File: config.mk
export PLATFORM = sky130hd
export DESIGN_NAME = mssr_top
export DESIGN_NICKNAME = d
export VERILOG_FILES = /design/src/hw/mssr_top.v
export VERILOG_INCLUDE_DIRS = /design/src /design/src/hw
export SDC_FILE = /design/constraint.sdc
export NUM_CORES = 1
export LEC_CHECK = 0
export BUFFER_PORTS_ARGS = -buffer_cell sky130_fd_sc_hd__clkbuf_2
export CAP_MARGIN = 20
export CORE_ASPECT_RATIO = 0.9
export CORE_MARGIN = 2
export CORE_UTILIZATION = 30
export DETAILED_ROUTE_END_ITERATION = 12
export PLACE_DENSITY = 0.5
export SYNTH_ARGS = -nofsm -noshare
export SYNTH_HDL_FRONTEND = slang
export SYNTH_SLANG_ARGS = --single-unit
File: constraint.sdc
create_clock -name clock_i -period 3.75 [get_ports clock_i]
set_input_delay 0.75 -clock clock_i [delete_from_list [all_inputs] [get_ports clock_i]]
set_output_delay 0.75 -clock clock_i [all_outputs]
set_load 0.02 [all_outputs]
File: src/hw/mssr_consts.vh
`ifndef MSSR_CONSTS_VH
`define MSSR_CONSTS_VH
// register selects on the status read port
`define MSSR_SEL_MEAS 3'h0
`define MSSR_SEL_DEV 3'h1
`define MSSR_SEL_STB 3'h2
`define MSSR_SEL_ESR 3'h3
`define MSSR_SEL_MEAS_EN 3'h4
`define MSSR_SEL_DEV_EN 3'h5
`define MSSR_SEL_ESE 3'h6
// measurement-process condition bits
`define MSSR_MEAS_ARMED 7
`define MSSR_MEAS_TRIG 8
`define MSSR_MEAS_RSDONE 9
// device condition bits
`define MSSR_DEV_PRES0 1
`define MSSR_DEV_PRES1 2
`define MSSR_DEV_FAULT0 3
`define MSSR_DEV_FAULT1 4
// status byte and standard event bits
`define MSSR_STB_DEV 1
`define MSSR_STB_ESB 5
`define MSSR_STB_MEAS 7
`define MSSR_ESR_OPC 0
// reset values and reply character
`define MSSR_RST_16 16'h0000
`define MSSR_RST_8 8'h00
`define MSSR_ASCII_ONE 8'h31
`endif

File: src/hw/mssr_top.v
// Functional notes
// - unused condition bits and bit 15 read zero
// - measurement bit 7 follows trigger armed
// - measurement bit 8 follows waveform trigger
// - measurement bit 9 follows repetitive sampling done
// - device bit 1 follows channel one presence
// - device bit 2 follows channel two presence
// - device bit 3 follows channel one fault
// - device bit 4 follows channel two fault
// - completion query queues ASCII one when idle
// - completion command sets event bit 0 when idle
// - status byte read is non-destructive
// - status byte bit 7 summarises enabled measurement
// - status byte bit 1 summarises enabled device
`include "mssr_consts.vh"
`default_nettype none

module mssr_top #(
  // condition and mask width
  parameter COND_W = 16,
  // status byte, event and reply width
  parameter BYTE_W = 8
) (
  // clock and reset
  input wire clock_i,
  input wire sys_rst_i,
  // measurement process conditions
  input wire trig_armed_i,
  input wire wave_trig_i,
  input wire repetitive_sampling_done_i,
  // sensor channel conditions
  input wire sens0_present_i,
  input wire sens1_present_i,
  input wire sens0_fault_i,
  input wire sens1_fault_i,
  // completion requests from the parser
  input wire ops_pending_i,
  input wire opc_cmd_i,
  input wire opc_query_i,
  input wire clear_status_i,
  // mask writes
  input wire wr_en_i,
  input wire [2:0] wr_sel_i,
  input wire [COND_W-1:0] wr_data_i,
  // register reads
  input wire rd_en_i,
  input wire [2:0] rd_sel_i,
  // read data
  output reg [COND_W-1:0] rd_data_o,
  output reg rd_valid_o,
  // completion reply
  output reg [BYTE_W-1:0] reply_data_o,
  output reg reply_valid_o,
  // live status byte
  output reg [BYTE_W-1:0] status_byte_o
);

  // zero fill above the byte-wide registers on the read port
  localparam PAD_W = COND_W - BYTE_W;

  // condition registers
  reg [COND_W-1:0] meas_cond_q;
  reg [COND_W-1:0] meas_cond_d;
  reg [COND_W-1:0] dev_cond_q;
  reg [COND_W-1:0] dev_cond_d;
  // enable masks
  reg [COND_W-1:0] meas_en_q;
  reg [COND_W-1:0] meas_en_d;
  reg [COND_W-1:0] dev_en_q;
  reg [COND_W-1:0] dev_en_d;
  reg [BYTE_W-1:0] ese_q;
  reg [BYTE_W-1:0] ese_d;
  // event register and completion tracking
  reg [BYTE_W-1:0] esr_q;
  reg [BYTE_W-1:0] esr_d;
  reg opc_arm_q;
  reg opc_arm_d;
  reg opcq_arm_q;
  reg opcq_arm_d;
  // next values of the outputs
  reg [COND_W-1:0] rd_mux_d;
  reg [COND_W-1:0] rd_data_d;
  reg rd_valid_d;
  reg [BYTE_W-1:0] reply_data_d;
  reg reply_valid_d;
  reg [BYTE_W-1:0] stb_d;
  // decoded strobes
  wire done_now;
  wire opc_fire;
  wire opcq_fire;
  wire esr_read;
  wire esr_clear;
  wire meas_en_wr;
  wire dev_en_wr;
  wire ese_wr;

  // a request taken while idle completes on the same edge
  assign done_now = ~ops_pending_i;
  assign opc_fire = (opc_arm_q | opc_cmd_i) & done_now;
  assign opcq_fire = (opcq_arm_q | opc_query_i) & done_now;
  // only the event register is read-destructive
  assign esr_read = rd_en_i & (rd_sel_i == `MSSR_SEL_ESR);
  assign esr_clear = clear_status_i | esr_read;
  assign meas_en_wr = wr_en_i & (wr_sel_i == `MSSR_SEL_MEAS_EN);
  assign dev_en_wr = wr_en_i & (wr_sel_i == `MSSR_SEL_DEV_EN);
  assign ese_wr = wr_en_i & (wr_sel_i == `MSSR_SEL_ESE);

  // conditions are levels, so sampling once per clock is enough
  always @* begin
    meas_cond_d = `MSSR_RST_16;
    meas_cond_d[`MSSR_MEAS_ARMED] = trig_armed_i;
    meas_cond_d[`MSSR_MEAS_TRIG] = wave_trig_i;
    meas_cond_d[`MSSR_MEAS_RSDONE] = repetitive_sampling_done_i;
  end

  always @* begin
    dev_cond_d = `MSSR_RST_16;
    dev_cond_d[`MSSR_DEV_PRES0] = sens0_present_i;
    dev_cond_d[`MSSR_DEV_PRES1] = sens1_present_i;
    dev_cond_d[`MSSR_DEV_FAULT0] = sens0_fault_i;
    dev_cond_d[`MSSR_DEV_FAULT1] = sens1_fault_i;
  end

  always @(posedge clock_i) begin
    if (sys_rst_i) begin
      meas_cond_q <= `MSSR_RST_16;
    end else begin
      meas_cond_q <= meas_cond_d;
    end
  end

  always @(posedge clock_i) begin
    if (sys_rst_i) begin
      dev_cond_q <= `MSSR_RST_16;
    end else begin
      dev_cond_q <= dev_cond_d;
    end
  end

  // bit 15 of a mask is held at zero, like the condition bit it gates
  always @* begin
    meas_en_d = meas_en_q;
    if (meas_en_wr) begin
      meas_en_d = {1'h0, wr_data_i[COND_W-2:0]};
    end
  end

  always @* begin
    dev_en_d = dev_en_q;
    if (dev_en_wr) begin
      dev_en_d = {1'h0, wr_data_i[COND_W-2:0]};
    end
  end

  always @* begin
    ese_d = ese_q;
    if (ese_wr) begin
      ese_d = wr_data_i[BYTE_W-1:0];
    end
  end

  always @(posedge clock_i) begin
    if (sys_rst_i) begin
      meas_en_q <= `MSSR_RST_16;
      dev_en_q <= `MSSR_RST_16;
      ese_q <= `MSSR_RST_8;
    end else begin
      meas_en_q <= meas_en_d;
      dev_en_q <= dev_en_d;
      ese_q <= ese_d;
    end
  end

  // repeated requests while one is armed merge into a single completion
  always @* begin
    opc_arm_d = opc_arm_q;
    if (opc_fire) begin
      opc_arm_d = 1'h0;
    end else if (opc_cmd_i) begin
      opc_arm_d = 1'h1;
    end
  end

  always @* begin
    opcq_arm_d = opcq_arm_q;
    if (opcq_fire) begin
      opcq_arm_d = 1'h0;
    end else if (opc_query_i) begin
      opcq_arm_d = 1'h1;
    end
  end

  // clear status empties the event register but leaves a pending request armed
  always @(posedge clock_i) begin
    if (sys_rst_i) begin
      opc_arm_q <= 1'h0;
    end else begin
      opc_arm_q <= opc_arm_d;
    end
  end

  always @(posedge clock_i) begin
    if (sys_rst_i) begin
      opcq_arm_q <= 1'h0;
    end else begin
      opcq_arm_q <= opcq_arm_d;
    end
  end

  // a completion on the clearing edge wins, so it is never lost to a read
  always @* begin
    esr_d = esr_q;
    if (esr_clear) begin
      esr_d = `MSSR_RST_8;
    end
    if (opc_fire) begin
      esr_d[`MSSR_ESR_OPC] = 1'h1;
    end
  end

  always @(posedge clock_i) begin
    if (sys_rst_i) begin
      esr_q <= `MSSR_RST_8;
    end else begin
      esr_q <= esr_d;
    end
  end

  // the reply is a one-cycle pulse; the character stays until the next reply
  always @* begin
    reply_valid_d = 1'h0;
    reply_data_d = reply_data_o;
    if (opcq_fire) begin
      reply_valid_d = 1'h1;
      reply_data_d = `MSSR_ASCII_ONE;
    end
  end

  always @(posedge clock_i) begin
    if (sys_rst_i) begin
      reply_valid_o <= 1'h0;
    end else begin
      reply_valid_o <= reply_valid_d;
    end
  end

  always @(posedge clock_i) begin
    if (sys_rst_i) begin
      reply_data_o <= `MSSR_RST_8;
    end else begin
      reply_data_o <= reply_data_d;
    end
  end

  // summaries of the masked groups; the service request bit is not kept here
  always @* begin
    stb_d = `MSSR_RST_8;
    stb_d[`MSSR_STB_MEAS] = |(meas_cond_q & meas_en_q);
    stb_d[`MSSR_STB_DEV] = |(dev_cond_q & dev_en_q);
    stb_d[`MSSR_STB_ESB] = |(esr_q & ese_q);
  end

  always @(posedge clock_i) begin
    if (sys_rst_i) begin
      status_byte_o <= `MSSR_RST_8;
    end else begin
      status_byte_o <= stb_d;
    end
  end

  // reads are pure muxes: nothing but the event register changes on a read
  always @* begin
    case (rd_sel_i)
      `MSSR_SEL_MEAS: rd_mux_d = meas_cond_q;
      `MSSR_SEL_DEV: rd_mux_d = dev_cond_q;
      `MSSR_SEL_STB: rd_mux_d = {{PAD_W{1'h0}}, stb_d};
      `MSSR_SEL_ESR: rd_mux_d = {{PAD_W{1'h0}}, esr_q};
      `MSSR_SEL_MEAS_EN: rd_mux_d = meas_en_q;
      `MSSR_SEL_DEV_EN: rd_mux_d = dev_en_q;
      `MSSR_SEL_ESE: rd_mux_d = {{PAD_W{1'h0}}, ese_q};
      default: rd_mux_d = `MSSR_RST_16;
    endcase
  end

  // read data holds until the next read, so a slow host can still take it
  always @* begin
    rd_valid_d = rd_en_i;
    rd_data_d = rd_data_o;
    if (rd_en_i) begin
      rd_data_d = rd_mux_d;
    end
  end

  always @(posedge clock_i) begin
    if (sys_rst_i) begin
      rd_valid_o <= 1'h0;
    end else begin
      rd_valid_o <= rd_valid_d;
    end
  end

  always @(posedge clock_i) begin
    if (sys_rst_i) begin
      rd_data_o <= `MSSR_RST_16;
    end else begin
      rd_data_o <= rd_data_d;
    end
  end

endmodule // mssr_top

`default_nettype wire
==> results by group <==
Detailed routing
  – Vias: about 2400
  – Vias per inst: between 4 and 5
  – DR WL/cell: ~14 um
  – Drt first pass iters: 4
  – Final antenna-violating net count: 0
  – DRC viols: 0
  – Detailed Route WL: 7.04 mm
  – Initial DRC count: around 140

Floorplan
  – Die Wd: approximately 110 um
  – Core ar.: about 9600 um2
  – Starting Density: between 30% and 40%
  – Number of I/O pins: 71
  – Die span in y: a little under 100 um
  – Die Footprint: approximately 11000 um2
  – Core Rows: 34

Yosys
  – Post-Synthesis Cell Area: slightly below 3000 um2
  – Synth area leaders: dfxtp_1, nand2_1, a21oi_1, buf_4, nor2b_1
  – Yosys top cell area share: ~47%
  – Sequential share of the synthesized area: 47.3%
  – Asr flop ratio synth: 0%
  – Synth Area per Inst: approximately 8.5 um2
  – Netlist cell types: 41
  – Biggest area consumer among synthesized cells: dfxtp_1
  – Flops & latches, synth: between 60 and 70
  – Ys Warns: 0
  – Gate Count Post-Synth: 343
  – Primary FF master, synth: dfxtp_1
  – EDFF count, synth: 0

Global routing
  – Grt total ovfl: 0
  – First-pass GRT wire length: 11.2 mm
  – Total GRT Usage: 13.9%
  – Vias in the first global route: 2233
  – Largest net degree at the start of global routing: 51
  – Initial antenna violation count: 0

Setup path
  – R2r worst-path depth: 4
  – Kind of critical path: input port to flip-flop
  – Flop2flop setup slack: ~2.5 ns
  – Setup crit end kind: flip-flop
  – Worst endpoint data arrival time: roughly 2.2 ns
  – Required @ worst endpoint: 4.00 ns
  – R2r endpoint: rd_data_o[1]
  – Critical path origin: rd_sel_i[0]
  – Max FO, Critical Path: 25
  – Worst r2r src: dev_cond_q[1]
  – Crit start category: input port

STA
  – Slew Limit Fails: 0
  – Setup TNS: 0 ns
  – # setup viols final: 0
  – Hold Violations, Final: 0
  – Period utilization: between 50% and 60%
  – Fin crit period: between 1.5 and 2 ns
  – Clock Skew: between 0.004 and 0.005 ns
  – Worst Setup Slack, final: ~1.8 ns
  – Pin slew with the least headroom to its limit: roughly 0.81 ns
  – Max_slew headroom: a little under half
  – Max Freq: between 500 and 600 MHz
  – RSZ-0062 raised after global routing: false

Clocking
  – TritonCTS clock tree: yes
  – Clk_lat worst skew: approximately 0.34 ns
  – Root Buffer: clkbuf_8
  – Clock buffer depth: 2
  – Post-CTS setup buffers: 0
  – CTS Hold Bufs: 0
  – CTS H-Tree Depth: 3
  – CTS resizes: 0
  – Sinks on the clock net: just under 70
  – Clk slew on worst S/H paths: about 0.070 ns
  – Num CTS Buffers: 9

Placed design
  – Post-Place Setup Slack: 1.51 ns
  – Gp weighted congestion: 0.731
  – Final HPWL DP: 4.70 mm
  – Placed cells: approximately 500
  – Count of buffers from port buffering: 58

Hold path
  – Hold Path Sink: dev_en_q[12]
  – Min-delay src: dev_en_q[12]
  – Worst min-delay path category: flip-flop to flip-flop
  – Cells on Worst Hold Path: 2

Finish
  – Area grow syn2layout: 15.7%
  – Most frequent cells in the layout: nand2_1, dfxtp_1, clkbuf_2
  – Diodes inserted: 0
  – Commonest non-fill, non-tap cell in the layout: nand2_1
  – Final Non-Filler Cells: a little over 500
  – Layout cell share with drive strength beyond 1: 21.9%
  – Nets@finish: between 400 and 500

Power and ir drop
  – Power, Total: 1.45 mW
  – Leakage power: between 1 and 1.5 nW
  – Max VDD drop: 159 uV
  – Power density cells: between 400 and 500 nW/um2

Flow run
  – Max Cap Viol: 0

Run status
  – Outcome: complete, no violations
-- layer usage --
metal	global-route usage, %	wire (um)
met5	0	0
met1	20.1	3530
met2	19.0	2830
met4	5.33	108
met3	4.43	569
-- worst max path at each step --
stage	depth (start not counted)	slack, ns	end
final	5	1.84	rd_data_o[1]
after global routing	5	1.72	rd_data_o[1]
after CTS	5	1.84	rd_data_o[1]
after detailed placement	5	1.51	rd_data_o[1]
after global placement	5	1.49	rd_data_o[1]
after floorplan	6	2.02	rd_data_o[7]
-- synthesized netlist by cell type, types with 2 or more instances --
cell        n
nand2_1    79
dfxtp_1    69
a21oi_1    51
nor2_1     20
nor2b_1    17
buf_4      15
buf_2       7
clkbuf_1    7
mux2_2      7
mux2i_1     6
a22o_1      5
nor3_1      5
o2bb2ai_1   5
inv_1       4
nand4b_1    4
a211oi_1    3
a22oi_1     3
buf_1       3
buf_6       3
nand2b_1    3
nand3b_1    3
a221oi_1    2
nand3_1     2
nor3b_2     2
o32ai_1     2
-- critical path, cell delays in order --
cell,delay [ns]
clkbuf_2,0.52
nor2b_1,0.36
a22o_1,0.20
a21oi_1,0.07
a221oi_1,0.25
-- cell type report --
class / instances / area, um2
Clock buffer: 14 / 173
Clock inverter: 1 / 5.00
Fill cell: 1028 / 6190
Inverter: 4 / 15.0
Multi-Input combinational cell: 245 / 1340
Sequential cell: 69 / 1380
Tap cell: 126 / 158
Timing Repair Buffer: 60 / 305
-- state kept, by name (all words and copies together), names as in the netlist --
signal,count
opc_arm_q,1
dev_cond_q,4
ese_q,8
reply_data_o,1
dev_en_q,15
meas_en_q,15
meas_cond_q,3
reply_valid_o,1
rd_valid_o,1
status_byte_o,3
rd_data_o,15
esr_q,1
opcq_arm_q,1
-- power by group --
part / switching (mW) / leakage (nW) / internal [mW] / total, mW
Combinational: 0.0860 / 0.663 / 0.0445 / 0.130
Sequential: 0.0107 / 0.561 / 0.752 / 0.763
Clock: 0.264 / 0.0926 / 0.291 / 0.555
Total: 0.361 / 1.32 / 1.09 / 1.45
-- cell families (layout without fill, tap and decap cells) --
group / after synthesis / after routing / share of synthesized area (%)
and+or+nand+nor: 144 / 144 / 23.7
AOI/OAI and AO/OA: 77 / 77 / 16.1
DFF: 69 / 69 / 47.3
buffers and inverters: 39 / 79 / 8.01
muxes: 13 / 13 / 4.76
other: 1 / 11 / 0.128
-- stage by stage --
step	area (um2)	hold slack, ns	utilization, %
detailed placement	3200	0.444	33.5
finish	3380	0.454	35.3
global placement	3200	0.434	33.5
floorplan	2960	0.425	-
CTS	3380	0.456	35.3
global route	3380	0.474	35.3
Power figures use the tool's default switching activity.
